<file path="config.mk">
export PLATFORM = sky130hd
export DESIGN_NAME = swl_top
export DESIGN_NICKNAME = d
export VERILOG_FILES = /design/src/common/swl_pkg.sv /design/src/design/swl_sync.sv /design/src/design/swl_slot.sv /design/src/design/swl_top.sv
export SDC_FILE = /design/constraint.sdc
export NUM_CORES = 1
export LEC_CHECK = 0
export BUFFER_PORTS_ARGS = -buffer_cell sky130_fd_sc_hd__buf_2
export CAP_MARGIN = 20
export CORE_MARGIN = 8
export CORE_UTILIZATION = 57
export DETAILED_ROUTE_END_ITERATION = 10
export PLACE_DENSITY_LB_ADDON = 0.25
export RECOVER_POWER = 100
export SYNTH_ARGS = -nofsm -noshare
export SYNTH_HDL_FRONTEND = slang
export SYNTH_SLANG_ARGS = --single-unit
</file>
<file path="constraint.sdc">
create_clock -name core_clk_i -period 7.5 [get_ports core_clk_i]
set_input_delay 1.5 -clock core_clk_i [delete_from_list [all_inputs] [get_ports core_clk_i]]
set_output_delay 1.5 -clock core_clk_i [all_outputs]
set_load 0.005 [all_outputs]
</file>
<file path="src/common/swl_pkg.sv">
package swl_pkg;
  localparam int CLK_MHZ = 200;
  localparam int CLK_PERIOD_PS = 5000;
  localparam int BYTE_W = 8;
  localparam int ADDR_W = 8;
  localparam int DATA_W = 32;
  localparam int SEL_W = 4;
  localparam int CNT_W = 16;
  localparam int IDX_W = 3;

  localparam logic [7:0] CMD_READ_BYTE = 8'h96;
  localparam logic [7:0] CMD_TRIPLET = 8'h78;
  localparam logic [2:0] READ_LAST_IDX = 3'h7;
  localparam logic [2:0] TRIP_LAST_IDX = 3'h2;
  localparam int READ_SLOTS = 8;
  localparam int TRIP_SLOTS = 3;

  // least times round up, a longest time rounds down
  function automatic int ns_to_cyc(input int ns);
    return (ns * 1000 + CLK_PERIOD_PS - 1) / CLK_PERIOD_PS;
  endfunction : ns_to_cyc

  localparam int ACT_MAX_PS = 262500;
  localparam int ACT_MAX_CYC = ACT_MAX_PS / CLK_PERIOD_PS;

  localparam int SLOT_STD_NS = 70000;
  localparam int W1L_STD_NS = 8000;
  localparam int W0L_STD_NS = 60000;
  localparam int MSR_STD_NS = 15000;
  localparam int SLOT_FAST_NS = 10000;
  localparam int W1L_FAST_NS = 1000;
  localparam int W0L_FAST_NS = 7500;
  localparam int MSR_FAST_NS = 2000;
  localparam int APU_NS = 500;
  localparam int SLOT_STD_CYC = ns_to_cyc(SLOT_STD_NS);
  localparam int W1L_STD_CYC = ns_to_cyc(W1L_STD_NS);
  localparam int W0L_STD_CYC = ns_to_cyc(W0L_STD_NS);
  localparam int MSR_STD_CYC = ns_to_cyc(MSR_STD_NS);
  localparam int SLOT_FAST_CYC = ns_to_cyc(SLOT_FAST_NS);
  localparam int W1L_FAST_CYC = ns_to_cyc(W1L_FAST_NS);
  localparam int W0L_FAST_CYC = ns_to_cyc(W0L_FAST_NS);
  localparam int MSR_FAST_CYC = ns_to_cyc(MSR_FAST_NS);
  localparam int APU_CYC = ns_to_cyc(APU_NS);

  localparam logic [7:0] REG_CTRL = 8'h00;
  localparam logic [7:0] REG_STATUS = 8'h04;
  localparam logic [7:0] REG_RDATA = 8'h08;
  localparam logic [7:0] REG_IRQ_STAT = 8'h0C;
  localparam logic [7:0] REG_IRQ_MASK = 8'h10;

  localparam int CTRL_SPEED_BIT = 0;
  localparam int CTRL_APU_BIT = 1;
  localparam int STAT_BUSY_BIT = 0;
  localparam int STAT_SBR_BIT = 5;
  localparam int STAT_TSB_BIT = 6;
  localparam int STAT_DIR_BIT = 7;
  localparam int DIR_VAL_BIT = 7;
  localparam int IRQ_W = 2;
  localparam int IRQ_DONE_BIT = 0;
  localparam int IRQ_REJECT_BIT = 1;
  localparam logic [1:0] CTRL_RST = 2'h0;
  localparam logic [1:0] IRQ_RST = 2'h0;
  localparam logic [7:0] BYTE_RST = 8'h00;

  typedef enum logic [2:0] {
    ST_IDLE = 3'b001,
    ST_WAIT = 3'b010,
    ST_RUN = 3'b100
  } swl_state_t;
endpackage : swl_pkg

</file>
<file path="src/design/swl_sync.sv">
module swl_sync #(
  parameter logic RST_VAL = 1'b1
) (
  input wire logic core_clk_i,
  input wire logic rst_i,
  input wire logic pin_i,
  output logic pin_o
);
  import swl_pkg::*;
  logic s1_q;
  logic s2_q;
  logic s3_q;

  always_ff @(posedge core_clk_i or posedge rst_i) begin
    if (rst_i) begin
      s1_q <= RST_VAL;
      s2_q <= RST_VAL;
      s3_q <= RST_VAL;
      pin_o <= RST_VAL;
    end else begin
      s1_q <= pin_i;
      s2_q <= s1_q;
      s3_q <= s2_q;
      // a level counts only once two stages agree
      if (s2_q == s3_q) begin
        pin_o <= s3_q;
      end
    end
  end
endmodule : swl_sync

</file>
<file path="src/design/swl_slot.sv">
module swl_slot #(
  parameter int SLOT_STD = swl_pkg::SLOT_STD_CYC,
  parameter int W1L_STD = swl_pkg::W1L_STD_CYC,
  parameter int W0L_STD = swl_pkg::W0L_STD_CYC,
  parameter int MSR_STD = swl_pkg::MSR_STD_CYC,
  parameter int SLOT_FAST = swl_pkg::SLOT_FAST_CYC,
  parameter int W1L_FAST = swl_pkg::W1L_FAST_CYC,
  parameter int W0L_FAST = swl_pkg::W0L_FAST_CYC,
  parameter int MSR_FAST = swl_pkg::MSR_FAST_CYC
) (
  input wire logic core_clk_i,
  input wire logic rst_i,
  input wire logic start_i,
  input wire logic bit_i,
  input wire logic speed_i,
  input wire logic apu_i,
  input wire logic line_i,
  output logic line_o,
  output logic line_oe_o,
  output logic sample_o,
  output logic sample_val_o,
  output logic done_o
);
  import swl_pkg::*;
  localparam int CW = CNT_W;
  logic run_q;
  logic bit_q;
  logic [CW-1:0] cnt_q;
  logic [CW-1:0] slot_len;
  logic [CW-1:0] low_len;
  logic [CW-1:0] msr_at;
  logic low_d;
  logic apu_d;

  always_comb begin
    slot_len = speed_i ? CW'(SLOT_FAST) : CW'(SLOT_STD);
    msr_at = speed_i ? CW'(MSR_FAST) : CW'(MSR_STD);
    if (bit_q) begin
      low_len = speed_i ? CW'(W1L_FAST) : CW'(W1L_STD);
    end else begin
      low_len = speed_i ? CW'(W0L_FAST) : CW'(W0L_STD);
    end
    low_d = run_q && (cnt_q < low_len);
    // burst only after a write-zero: no slave can hold the line then
    apu_d = run_q && apu_i && !bit_q && (cnt_q >= low_len) &&
            (cnt_q < low_len + CW'(APU_CYC));
  end

  always_ff @(posedge core_clk_i or posedge rst_i) begin
    if (rst_i) begin
      run_q <= 1'b0;
      bit_q <= 1'b1;
      cnt_q <= '0;
      done_o <= 1'b0;
    end else begin
      done_o <= 1'b0;
      if (start_i && !run_q) begin
        run_q <= 1'b1;
        bit_q <= bit_i;
        cnt_q <= '0;
      end else if (run_q) begin
        cnt_q <= cnt_q + CW'(1);
        if (cnt_q == slot_len - CW'(1)) begin
          run_q <= 1'b0;
          done_o <= 1'b1;
        end
      end
    end
  end

  always_ff @(posedge core_clk_i or posedge rst_i) begin
    if (rst_i) begin
      line_o <= 1'b0;
      line_oe_o <= 1'b0;
      sample_o <= 1'b0;
      sample_val_o <= 1'b1;
    end else begin
      line_o <= apu_d;
      line_oe_o <= low_d || apu_d;
      sample_o <= run_q && (cnt_q == msr_at);
      if (run_q && (cnt_q == msr_at)) begin
        sample_val_o <= line_i;
      end
    end
  end
endmodule : swl_slot

</file>
<file path="src/design/swl_top.sv">
// Contract
// - 96h runs eight read slots into data
// - read-byte while busy: no ack, ignored
// - read-byte done in eight slots plus 262.5ns
// - read-byte line starts within 262.5ns
// - busy high for eight slots, then cleared
// - accepted command points reader at status
// - 78h runs two reads then one write
// - both reads zero: write direction value
// - 01 writes zero, 10/11 write one
// - triplet while busy: no acks, ignored
// - triplet done in three slots plus 262.5ns
// - triplet line starts within 262.5ns of MSB
// - busy three slots; result bits per sample
// - direction from bit 7, rest ignored
// - line bits go least significant first
//
// Chosen here: the register addresses and the Wishbone register port.
module swl_top #(
  parameter int SLOT_STD = swl_pkg::SLOT_STD_CYC,
  parameter int W1L_STD = swl_pkg::W1L_STD_CYC,
  parameter int W0L_STD = swl_pkg::W0L_STD_CYC,
  parameter int MSR_STD = swl_pkg::MSR_STD_CYC,
  parameter int SLOT_FAST = swl_pkg::SLOT_FAST_CYC,
  parameter int W1L_FAST = swl_pkg::W1L_FAST_CYC,
  parameter int W0L_FAST = swl_pkg::W0L_FAST_CYC,
  parameter int MSR_FAST = swl_pkg::MSR_FAST_CYC
) (
  input wire logic core_clk_i,
  input wire logic rst_i,
  input wire logic wb_cyc_i,
  input wire logic wb_stb_i,
  input wire logic wb_we_i,
  input wire logic [swl_pkg::ADDR_W-1:0] wb_adr_i,
  input wire logic [swl_pkg::SEL_W-1:0] wb_sel_i,
  input wire logic [swl_pkg::DATA_W-1:0] wb_dat_i,
  output logic [swl_pkg::DATA_W-1:0] wb_dat_o,
  output logic wb_ack_o,
  output logic irq_o,
  input wire logic cmd_valid_i,
  input wire logic [swl_pkg::BYTE_W-1:0] cmd_code_i,
  input wire logic ack_fall_i,
  input wire logic dir_msb_i,
  input wire logic dir_bit_i,
  input wire logic param_done_i,
  output logic cmd_ack_o,
  output logic cmd_nack_o,
  output logic dir_ack_o,
  output logic rdptr_status_o,
  output logic [swl_pkg::BYTE_W-1:0] status_o,
  output logic [swl_pkg::BYTE_W-1:0] rdata_o,
  input wire logic line_i,
  output logic line_o,
  output logic line_oe_o
);
  import swl_pkg::*;
  localparam int ActMax = ACT_MAX_CYC;

  swl_state_t state_q;
  logic trip_q;
  logic busy_q;
  logic dir_pend_q;
  logic [IDX_W-1:0] idx_q;
  logic go_q;
  logic slot_bit_q;
  logic dir_v_q;
  logic sbr_q;
  logic tsb_q;
  logic dirf_q;
  logic [BYTE_W-1:0] rdata_q;
  logic [1:0] ctrl_q;
  logic [IRQ_W-1:0] istat_q;
  logic [IRQ_W-1:0] imask_q;
  logic [IRQ_W-1:0] ev_set;
  logic line_s;
  logic smp;
  logic smp_val;
  logic sdone;
  logic ours;
  logic last;
  logic chosen;
  logic wb_hit;
  logic wb_wr;

  swl_sync #(.RST_VAL(1'b1)) u_sync (
    .core_clk_i(core_clk_i),
    .rst_i(rst_i),
    .pin_i(line_i),
    .pin_o(line_s)
  );

  swl_slot #(
    .SLOT_STD(SLOT_STD),
    .W1L_STD(W1L_STD),
    .W0L_STD(W0L_STD),
    .MSR_STD(MSR_STD),
    .SLOT_FAST(SLOT_FAST),
    .W1L_FAST(W1L_FAST),
    .W0L_FAST(W0L_FAST),
    .MSR_FAST(MSR_FAST)
  ) u_slot (
    .core_clk_i(core_clk_i),
    .rst_i(rst_i),
    .start_i(go_q),
    .bit_i(slot_bit_q),
    .speed_i(ctrl_q[CTRL_SPEED_BIT]),
    .apu_i(ctrl_q[CTRL_APU_BIT]),
    .line_i(line_s),
    .line_o(line_o),
    .line_oe_o(line_oe_o),
    .sample_o(smp),
    .sample_val_o(smp_val),
    .done_o(sdone)
  );

  assign ours = (cmd_code_i == CMD_READ_BYTE) || (cmd_code_i == CMD_TRIPLET);
  assign last = trip_q ? (idx_q == TRIP_LAST_IDX) : (idx_q == READ_LAST_IDX);
  // write bit from the two reads and the direction value
  assign chosen = sbr_q ? 1'b1 : (smp_val ? 1'b0 : dir_v_q);

  // command acceptance and slot sequencing
  always_ff @(posedge core_clk_i or posedge rst_i) begin
    if (rst_i) begin
      state_q <= ST_IDLE;
      trip_q <= 1'b0;
      busy_q <= 1'b0;
      idx_q <= '0;
      go_q <= 1'b0;
      slot_bit_q <= 1'b1;
      dir_v_q <= 1'b0;
      cmd_ack_o <= 1'b0;
      cmd_nack_o <= 1'b0;
      rdptr_status_o <= 1'b0;
    end else begin
      go_q <= 1'b0;
      cmd_ack_o <= 1'b0;
      cmd_nack_o <= 1'b0;
      rdptr_status_o <= 1'b0;
      if (cmd_valid_i && ours && busy_q) begin
        cmd_nack_o <= 1'b1;
      end
      case (state_q)
        ST_IDLE: begin
          if (cmd_valid_i && ours && !busy_q) begin
            cmd_ack_o <= 1'b1;
            rdptr_status_o <= 1'b1;
            busy_q <= 1'b1;
            trip_q <= (cmd_code_i == CMD_TRIPLET);
            idx_q <= '0;
            state_q <= ST_WAIT;
          end
        end
        ST_WAIT: begin
          // the triplet starts on the MSB alone, before its byte ends
          if (!trip_q && ack_fall_i) begin
            go_q <= 1'b1;
            slot_bit_q <= 1'b1;
            state_q <= ST_RUN;
          end else if (trip_q && dir_msb_i) begin
            go_q <= 1'b1;
            slot_bit_q <= 1'b1;
            dir_v_q <= dir_bit_i;
            state_q <= ST_RUN;
          end
        end
        ST_RUN: begin
          if (sdone) begin
            if (last) begin
              busy_q <= 1'b0;
              state_q <= ST_IDLE;
            end else begin
              idx_q <= idx_q + IDX_W'(1);
              go_q <= 1'b1;
              if (trip_q && idx_q == TRIP_LAST_IDX - IDX_W'(1)) begin
                slot_bit_q <= dirf_q;
              end else begin
                slot_bit_q <= 1'b1;
              end
            end
          end
        end
        default: begin
          state_q <= ST_IDLE;
        end
      endcase
    end
  end

  // direction byte is acknowledged only for an accepted triplet
  always_ff @(posedge core_clk_i or posedge rst_i) begin
    if (rst_i) begin
      dir_pend_q <= 1'b0;
      dir_ack_o <= 1'b0;
    end else begin
      dir_ack_o <= dir_pend_q && param_done_i;
      if (cmd_valid_i && !busy_q && state_q == ST_IDLE && cmd_code_i == CMD_TRIPLET) begin
        dir_pend_q <= 1'b1;
      end else if (param_done_i) begin
        dir_pend_q <= 1'b0;
      end
    end
  end

  // sampled results
  always_ff @(posedge core_clk_i or posedge rst_i) begin
    if (rst_i) begin
      rdata_q <= BYTE_RST;
      sbr_q <= 1'b0;
      tsb_q <= 1'b0;
      dirf_q <= 1'b0;
    end else if (smp && state_q == ST_RUN) begin
      if (!trip_q) begin
        rdata_q[idx_q] <= smp_val;
      end else if (idx_q == '0) begin
        sbr_q <= smp_val;
      end else if (idx_q == IDX_W'(1)) begin
        tsb_q <= smp_val;
        dirf_q <= chosen;
      end
    end
  end

  always_ff @(posedge core_clk_i or posedge rst_i) begin
    if (rst_i) begin
      status_o <= BYTE_RST;
      rdata_o <= BYTE_RST;
    end else begin
      status_o <= BYTE_RST;
      status_o[STAT_BUSY_BIT] <= busy_q;
      status_o[STAT_SBR_BIT] <= sbr_q;
      status_o[STAT_TSB_BIT] <= tsb_q;
      status_o[STAT_DIR_BIT] <= dirf_q;
      rdata_o <= rdata_q;
    end
  end

  // register bus: ack one cycle after the request, writes land on the ack edge
  assign wb_hit = wb_cyc_i && wb_stb_i;
  assign wb_wr = wb_hit && wb_ack_o && wb_we_i && wb_sel_i[0];

  always_ff @(posedge core_clk_i or posedge rst_i) begin
    if (rst_i) begin
      wb_ack_o <= 1'b0;
      wb_dat_o <= '0;
    end else begin
      wb_ack_o <= wb_hit && !wb_ack_o;
      if (wb_hit && !wb_ack_o) begin
        wb_dat_o <= '0;
        if (wb_adr_i == REG_CTRL) begin
          wb_dat_o[1:0] <= ctrl_q;
        end else if (wb_adr_i == REG_STATUS) begin
          wb_dat_o[BYTE_W-1:0] <= status_o;
        end else if (wb_adr_i == REG_RDATA) begin
          wb_dat_o[BYTE_W-1:0] <= rdata_q;
        end else if (wb_adr_i == REG_IRQ_STAT) begin
          wb_dat_o[IRQ_W-1:0] <= istat_q;
        end else if (wb_adr_i == REG_IRQ_MASK) begin
          wb_dat_o[IRQ_W-1:0] <= imask_q;
        end
      end
    end
  end

  // speed and pullup are read live by the slot timer; change them only while idle
  always_ff @(posedge core_clk_i or posedge rst_i) begin
    if (rst_i) begin
      ctrl_q <= CTRL_RST;
      imask_q <= IRQ_RST;
    end else if (wb_wr && wb_adr_i == REG_CTRL) begin
      ctrl_q <= wb_dat_i[1:0];
    end else if (wb_wr && wb_adr_i == REG_IRQ_MASK) begin
      imask_q <= wb_dat_i[IRQ_W-1:0];
    end
  end

  always_comb begin
    ev_set = '0;
    ev_set[IRQ_DONE_BIT] = state_q == ST_RUN && sdone && last;
    ev_set[IRQ_REJECT_BIT] = cmd_valid_i && ours && busy_q;
  end

  // a new event beats a simultaneous write-one clear
  always_ff @(posedge core_clk_i or posedge rst_i) begin
    if (rst_i) begin
      istat_q <= IRQ_RST;
      irq_o <= 1'b0;
    end else begin
      if (wb_wr && wb_adr_i == REG_IRQ_STAT) begin
        istat_q <= (istat_q & ~wb_dat_i[IRQ_W-1:0]) | ev_set;
      end else begin
        istat_q <= istat_q | ev_set;
      end
      irq_o <= |(istat_q & imask_q);
    end
  end

  // helper: cycles since the command's start reference
  logic [31:0] dur_q;
  always_ff @(posedge core_clk_i or posedge rst_i) begin
    if (rst_i) begin
      dur_q <= '0;
    end else if (state_q == ST_WAIT) begin
      dur_q <= '0;
    end else if (state_q == ST_RUN) begin
      dur_q <= dur_q + 32'h1;
    end
  end

  a_busy_refuse: assert property (@(posedge core_clk_i) disable iff (rst_i)
    cmd_valid_i && ours && busy_q |=> cmd_nack_o && !cmd_ack_o && !rdptr_status_o)
    else $error("busy command was not refused");

  a_read_accept: assert property (@(posedge core_clk_i) disable iff (rst_i)
    cmd_valid_i && cmd_code_i == CMD_READ_BYTE && !busy_q |=> cmd_ack_o && busy_q && !trip_q)
    else $error("idle read-byte not accepted");

  a_ptr_status: assert property (@(posedge core_clk_i) disable iff (rst_i)
    cmd_ack_o |-> rdptr_status_o)
    else $error("read pointer not moved to status");

  a_read_start: assert property (@(posedge core_clk_i) disable iff (rst_i)
    state_q == ST_WAIT && !trip_q && ack_fall_i |-> ##[1:ActMax] line_oe_o)
    else $error("read-byte line activity late");

  a_trip_start: assert property (@(posedge core_clk_i) disable iff (rst_i)
    state_q == ST_WAIT && trip_q && dir_msb_i |-> ##[1:ActMax] line_oe_o)
    else $error("triplet line activity late");

  a_read_dur: assert property (@(posedge core_clk_i) disable iff (rst_i)
    state_q == ST_RUN && !trip_q && sdone && last |->
    dur_q <= READ_SLOTS * (ctrl_q[CTRL_SPEED_BIT] ? SLOT_FAST : SLOT_STD) + ActMax)
    else $error("read-byte took too long");

  a_trip_dur: assert property (@(posedge core_clk_i) disable iff (rst_i)
    state_q == ST_RUN && trip_q && sdone && last |->
    dur_q <= TRIP_SLOTS * (ctrl_q[CTRL_SPEED_BIT] ? SLOT_FAST : SLOT_STD) + ActMax)
    else $error("triplet took too long");

  a_busy_clear: assert property (@(posedge core_clk_i) disable iff (rst_i)
    state_q == ST_RUN && sdone && last |=> !busy_q ##1 !status_o[STAT_BUSY_BIT])
    else $error("busy not cleared after last slot");

  a_lsb_first: assert property (@(posedge core_clk_i) disable iff (rst_i)
    state_q == ST_RUN && !trip_q && smp && idx_q == '0 |=> rdata_q[0] == $past(smp_val))
    else $error("first read slot not in bit 0");

  a_sbr_first: assert property (@(posedge core_clk_i) disable iff (rst_i)
    state_q == ST_RUN && trip_q && smp && idx_q == '0 |=> sbr_q == $past(smp_val) ##1 status_o[STAT_SBR_BIT] == sbr_q)
    else $error("single bit result not updated");

  a_write_pick: assert property (@(posedge core_clk_i) disable iff (rst_i)
    go_q && trip_q && idx_q == TRIP_LAST_IDX |->
    slot_bit_q == ((sbr_q || tsb_q) ? (sbr_q ? 1'b1 : 1'b0) : dir_v_q))
    else $error("triplet write slot value wrong");

  a_dir_flag: assert property (@(posedge core_clk_i) disable iff (rst_i)
    go_q && trip_q && idx_q == TRIP_LAST_IDX |-> slot_bit_q == dirf_q)
    else $error("direction flag differs from written bit");
endmodule : swl_top

</file>
==> results.py, run 1 <==
metrics = {
    "worst_setup_path": {
        "worst-path-buf-inv": 1,
        "cp_top_family": "simple AND/OR/NAND/NOR gates",
        "cp_cell_sequence": "buf_2 > or4_1 > or3_1 > nor4_1 > mux2_1",
        "crit_arrival_ps": 3520,
        "slowest_stage": "nor4_1",
        "cp_max_fo": 7,
        "worstSetupPathType": "input port to flip-flop",
        "cp-start-kind": "input port",
        "reg2reg_from": "ctrl_q[0]$_DFFE_PP0P_",
        "slowest_delay_ps": 560,
        "crit_start": "wb_adr_i[0]",
        "required_ps": 7740,
        "endpoint_kind": "flip-flop",
    },
    "synth": {
        "synth_top_cell_area_share_pct": 41.5,
        "yosys.area.top_type": "dfrtp_1",
        "synthCells": 438,
        "synthMostInstantiatedCell": "dfrtp_1",
        "synth_common_cells": "dfrtp_1 (73), nand2_1 (50), ha_1 (33)",
        "ys.flop_type": "dfrtp_1",
        "synth_edf_count": 0,
        "avgSynthCellArea_sq_um": 10.0,
        "synth_top_cells_by_area": "dfrtp_1 (42%), ha_1 (9.4%), buf_4 (4.9%)",
        "synth-seq-cells": 81,
        "synth_cell_type_count": 59,
        "yosysWarnings": 0,
        "syn_area_sq_um": 4400,
        "synthArstFlopShare_pct": 100,
        "seq_area_frac_synth_pct": 46.3,
    },
    "floorplanning": {
        "core_area_sq_um": 7610,
        "rows": 32,
        "fp.dieW_um": 104,
        "die_area_sq_um": 10800,
        "die_h_um": 104,
        "initial_core_util_pct": 57.8,
        "io_pins": 119,
    },
    "placement": {
        "dp_cells": 584,
        "dpl_worst_slack_ps": 4080,
        "portBuffers": 57,
        "place.gp.congestion": 0.883,
        "hpwl_mm": 6.97,
        "placed_cell_area_sq_um": 4650,
    },
    "clock_network": {
        "cts_buffer_depth": 2,
        "clkTransAtPathRegs_ps": 90,
        "cts_setup_buffers": 0,
        "cts_tree": "yes",
        "clock_sinks": 81,
        "htree_levels": 3,
        "cts_resized": 0,
        "cts_hold_buf": 0,
        "insertion_delay_ps": 360,
        "cts-root-buf": "clkbuf_8",
        "cts_made_buffers": 9,
    },
    "min_path": {
        "min_path_type": "flip-flop to flip-flop",
        "min_from": "u_sync.s1_q$_DFF_PP1_",
    },
    "power": {
        "leakagePower_nw": 2.35,
        "max-vdd-ir-drop_v": 0.0000983,
        "p_total_mw": 0.840,
        "power_density_nw_per_um2": 174,
    },
    "global_routing": {
        "antenna_found_initial": 0,
        "grt_pass1_wl_mm": 15.9,
        "grt_use_total_pct": 17.6,
        "first_global_vias": 3312,
        "grt_max_degree": 82,
        "overflow": 0,
    },
    "timing": {
        "fin_skew_ps": 13.0,
        "drv_slew": 0,
        "tightest_slew_ps": 953,
        "final.setup.tns_ps": 0,
        "slew_headroom_pct": 36.3,
        "max_freq_mhz": 304,
        "fin_crit_sh_pct": 43.8,
        "hold_ws_ps": 364,
        "rsz0062_at_grt": "false",
        "setup_viol": 0,
        "fin_ws_ps": 4220,
        "hold_viol_final": 0,
        "fin_crit_ps": 3280,
    },
    "drt": {
        "post_drt_via_cell_ratio": 5.46,
        "drt_pass1_iterations": 5,
        "dr_total_vias": 3280,
        "wl_mm": 9.19,
        "drt_iter0_drc": 143,
        "wire_per_inst_um": 15.3,
        "ant_nets": 0,
        "remaining_drc_errors": 0,
    },
    "final_layout": {
        "area_delta_synth_final_pct": 9.87,
        "fillers": 637,
        "antenna_cells": 0,
        "fin_nets": 590,
        "final_area_sq_um": 4830,
        "drive_gt1_share_pct": 15.0,
        "utilization_pct": 63.5,
        "final_cell_count_no_fill": 601,
    },
    "run_status": {
        "status": "finished clean",
    },
    "job": {
        "cap_violations": 0,
    },
}
[logic make-up (layout without fill, tap and decap cells)]
logic type	Yosys count	after routing	synth area share (%)
other	1	28	0.0852
AND/OR/NAND/NOR	164	164	20.1
AO/OA/AOI/OAI	69	69	9.90
multiplexers	22	22	5.46
flip-flops	81	81	46.3
XOR/XNOR	2	2	0.398
adder cells (fa/ha/maj)	34	34	9.61
buffers and inverters	65	99	8.19
[final timing paths]
kind / end / slack [ps] / cells past startpoint
min reg2reg: u_sync.s2_q$_DFF_PP1_ / 360 / 0
min: u_sync.s2_q$_DFF_PP1_ / 360 / 0
max reg2reg: u_slot.line_oe_o$_DFF_PP0_ / 4650 / 9
min in group asynchronous: u_slot.cnt_q[8]$_DFFE_PP0P_ / 1270 / 3
max: ctrl_q[1]$_DFFE_PP0P_ / 4220 / 5
max in group asynchronous: u_slot.sample_val_o$_DFFE_PP1P_ / 5430 / 4
[final cells by class]
class / count / area (sq um) / share of cell area (%)
Timing Repair Buffer: 59 / 288 / 5.95
Sequential cell: 81 / 2040 / 42.1
Clock inverter: 7 / 86.3 / 1.79
Tap cell: 102 / 128 / 2.64
Inverter: 24 / 91.3 / 1.89
Clock buffer: 9 / 124 / 2.56
Multi-Input combinational cell: 319 / 2080 / 43.0
[routing by layer]
| layer | global-route usage (%) | vias up | share of wire (%) |
|---|---|---|---|
| met5 | 0 | - | 0 |
| met3 | 4.28 | 11 | 6.7 |
| met4 | 6.83 | 0 | 1.4 |
| met2 | 27.1 | 109 | 45 |
| met1 | 23.4 | 1550 | 47 |
| li1 | - | 1610 | - |
[cells in the final DEF (no fill, tap or decap), types with 3 or more instances in the layout]
cell / synthesis / final
conb_1: 1 / 28
nor2b_1: 8 / 8
o21ai_0: 25 / 25
nand4_1: 9 / 9
nor3b_1: 3 / 4
o31ai_1: 7 / 7
ha_1: 33 / 33
dfrtp_1: 73 / 73
clkbuf_1: 10 / 23
inv_1: 24 / 23
or3_1: 4 / 4
nand3b_1: 4 / 4
mux2i_1: 6 / 6
nor3_1: 7 / 7
dfstp_2: 8 / 6
mux2_2: 15 / 14
clkbuf_8: 0 / 9
a21o_1: 3 / 3
nor2_1: 18 / 18
nand2_1: 50 / 50
nor4_1: 5 / 6
and3_1: 3 / 3
nand2b_1: 3 / 3
buf_2: 0 / 34
nand3_1: 30 / 30
and4_1: 3 / 3
a21oi_1: 11 / 11
a22oi_1: 6 / 6
[flip-flops by register name (all words and copies together) (netlist names), 2 cells and up]
signal,count
rdata_o,8
imask_q,2
status_o,4
idx_q,3
rdata_q,8
istat_q,2
ctrl_q,2
state_q,3
wb_dat_o,8
u_slot.cnt_q,16
[power breakdown]
part / internal, mW / switching, mW / leakage (nW)
Clock: 0.161 / 0.176 / 0.104
Combinational: 0.0181 / 0.0306 / 1.19
Sequential: 0.444 / 0.0100 / 1.06
[worst reg2reg max path: stages, from the launching register on]
cell,delay [ps]
dfrtp_1,600
inv_1,220
ha_1,240
inv_1,160
ha_1,260
or4b_2,640
nor4_1,340
a211o_1,140
a21oi_1,50
o2bb2ai_1,150
Power figures use the tool's default switching activity.
==> run 2: changes to the inputs <==
--- a/config.mk
+++ b/config.mk
@@ -8,7 +8,7 @@
 export BUFFER_PORTS_ARGS = -buffer_cell sky130_fd_sc_hd__buf_2
 export CAP_MARGIN = 20
 export CORE_MARGIN = 8
-export CORE_UTILIZATION = 57
+export CORE_UTILIZATION = 53
 export DETAILED_ROUTE_END_ITERATION = 10
 export PLACE_DENSITY_LB_ADDON = 0.25
 export RECOVER_POWER = 100
==> constraint.sdc (replaced) <==
create_clock -name core_clk_i -period 3.1 [get_ports core_clk_i]
set_input_delay 0.62 -clock core_clk_i [delete_from_list [all_inputs] [get_ports core_clk_i]]
set_output_delay 0.62 -clock core_clk_i [all_outputs]
set_load 0.005 [all_outputs]
==> results.py, run 2 (same netlist as run 1, synthesis figures left out) <==
metrics = {
    "timing": {
        "setup_viol": 0,
        "fin_crit_ps": 2720,
        "fin_crit_sh_pct": 87.7,
        "fin_skew_ps": 12.3,
        "rsz0062_at_grt": "false",
        "final.setup.tns_ps": 0,
        "tightest_slew_ps": 1750,
        "drv_slew": 42,
        "max_freq_mhz": 368,
        "slew_headroom_pct": -17.0,
        "fin_ws_ps": 382,
        "hold_viol_final": 0,
    },
    "final_layout": {
        "multi_input_area_sq_um": 2080,
        "drive_gt1_share_pct": 14.7,
        "area_delta_synth_final_pct": 9.76,
        "antenna_cells": 0,
        "final_cell_mix": "dfrtp_1 (73), nand2_1 (50), buf_2 (34)",
        "fin_nets": 593,
        "final_common_cell": "dfrtp_1",
        "fillers": 715,
        "largest_reg_flops": 16,
        "area.sequential_sq_um": 2040,
        "top_register": "u_slot.cnt_q",
    },
    "power": {
        "clockPowerShare_pct": 40.0,
        "p_total_mw": 2.03,
        "power_density_nw_per_um2": 420,
        "sw_frac_of_total_pct": 25.0,
        "internal_power_mw": 1.52,
        "leakagePower_nw": 2.34,
        "power_frac_seq_pct": 54.3,
        "power_frac_comb_pct": 5.7,
        "p_sw_mw": 0.507,
        "max-vdd-ir-drop_v": 0.000287,
    },
    "worst_setup_path": {
        "worstSetupPathType": "flip-flop to flip-flop",
        "crit_arrival_ps": 2990,
        "cp_max_fo": 6,
        "cp_top_family": "simple AND/OR/NAND/NOR gates",
        "cp_cell_sequence": "inv_1 > ha_1 > inv_1 > ha_1 > or4b_2 > nor4_1 > a211o_1 > a21oi_1 > o2bb2ai_1",
        "worst-path-buf-inv": 2,
        "required_ps": 3370,
        "slowest_stage": "dfstp_1",
        "endpoint_kind": "flip-flop",
        "slowest_delay_ps": 630,
        "cp-start-kind": "flip-flop",
    },
    "clock_network": {
        "htree_levels": 3,
        "cts_tree": "yes",
        "cts-root-buf": "clkbuf_8",
        "cts_hold_buf": 0,
        "cts_setup_buffers": 0,
        "clock_sinks": 81,
        "cts_made_buffers": 9,
        "cts_buffer_depth": 2,
        "cts_resized": 0,
        "insertion_delay_ps": 340,
        "clkTransAtPathRegs_ps": 90,
    },
    "floorplanning": {
        "die_area_sq_um": 11500,
        "initial_core_util_pct": 54.1,
        "rows": 33,
        "fp.dieW_um": 107,
        "core_area_sq_um": 8130,
        "io_pins": 119,
        "die_h_um": 107,
    },
    "drt": {
        "drt_pass1_iterations": 4,
        "post_drt_via_cell_ratio": 5.44,
        "ant_nets": 0,
        "drt_iter0_drc": 128,
        "wl_mm": 9.31,
        "wire_per_inst_um": 15.3,
        "remaining_drc_errors": 0,
        "dr_total_vias": 3301,
    },
    "placement": {
        "portBuffers": 57,
        "place.gp.congestion": 0.918,
        "hpwl_mm": 7.30,
        "dpl_worst_slack_ps": 481,
    },
    "global_routing": {
        "first_global_vias": 3201,
        "grt_use_total_pct": 16.5,
        "overflow": 0,
        "grt_max_degree": 42,
        "grt_pass1_wl_mm": 15.4,
        "antenna_found_initial": 0,
    },
    "run_status": {
        "violations": "max-capacitance violations, max-slew violations",
        "status": "finished, violations left",
    },
    "min_path": {
        "min_path_type": "flip-flop to flip-flop",
    },
    "job": {
        "cap_violations": 1,
    },
}
run 2: power by group through the flow:
stage	combinational [mW]	sequential, mW	clock (mW)
detailed placement	0.120	1.12	0
floorplan	0.109	1.11	0
finish	0.115	1.10	0.812
global placement	0.115	1.12	0
global route	0.137	1.10	0.874
CTS	0.121	1.10	0.832
run 2: stage by stage:
step / utilization [%] / instance area (sq um) / hold slack [ps] / cells
floorplan: - / 4500 / 345 / 465
global placement: 57.6 / 4690 / 348 / 591
detailed placement: 57.6 / 4690 / 348 / 591
CTS: 60.2 / 4900 / 360 / 607
global route: 59.4 / 4830 / 352 / 607
finish: 59.4 / 4830 / 359 / 607
run 2: layer usage:
layer,vias to the layer above,global-route usage [%],wire length [um]
met5,-,0,0
met4,0,5.43,68
met3,4,3.06,625
met2,102,25.2,4150
met1,1573,23.0,4470
li1,1622,-,-
run 2: worst paths after layout:
kind,from,to,slack (ps),cells after the start
max in group asynchronous,rst_i,u_slot.line_o$_DFF_PP0_,740,3
worst min register to register,u_sync.s1_q$_DFF_PP1_,u_sync.s2_q$_DFF_PP1_,360,0
min in group asynchronous,rst_i,u_slot.cnt_q[8]$_DFFE_PP0P_,690,2
worst min-delay path,u_sync.s1_q$_DFF_PP1_,u_sync.s2_q$_DFF_PP1_,360,0
worst max register to register,u_slot.bit_q$_DFFE_PP1P_,u_slot.line_oe_o$_DFF_PP0_,380,9
worst max-delay path,u_slot.bit_q$_DFFE_PP1P_,u_slot.line_oe_o$_DFF_PP0_,380,9
run 2: area by class of cell:
| type | instances | area share, % |
|---|---|---|
| Tap cell | 105 | 2.72 |
| Timing Repair Buffer | 62 | 5.78 |
| Sequential cell | 81 | 42.2 |
| Multi-Input combinational cell | 319 | 43.1 |
| Inverter | 24 | 1.89 |
| Clock inverter | 6 | 1.50 |
| Clock buffer | 10 | 2.85 |
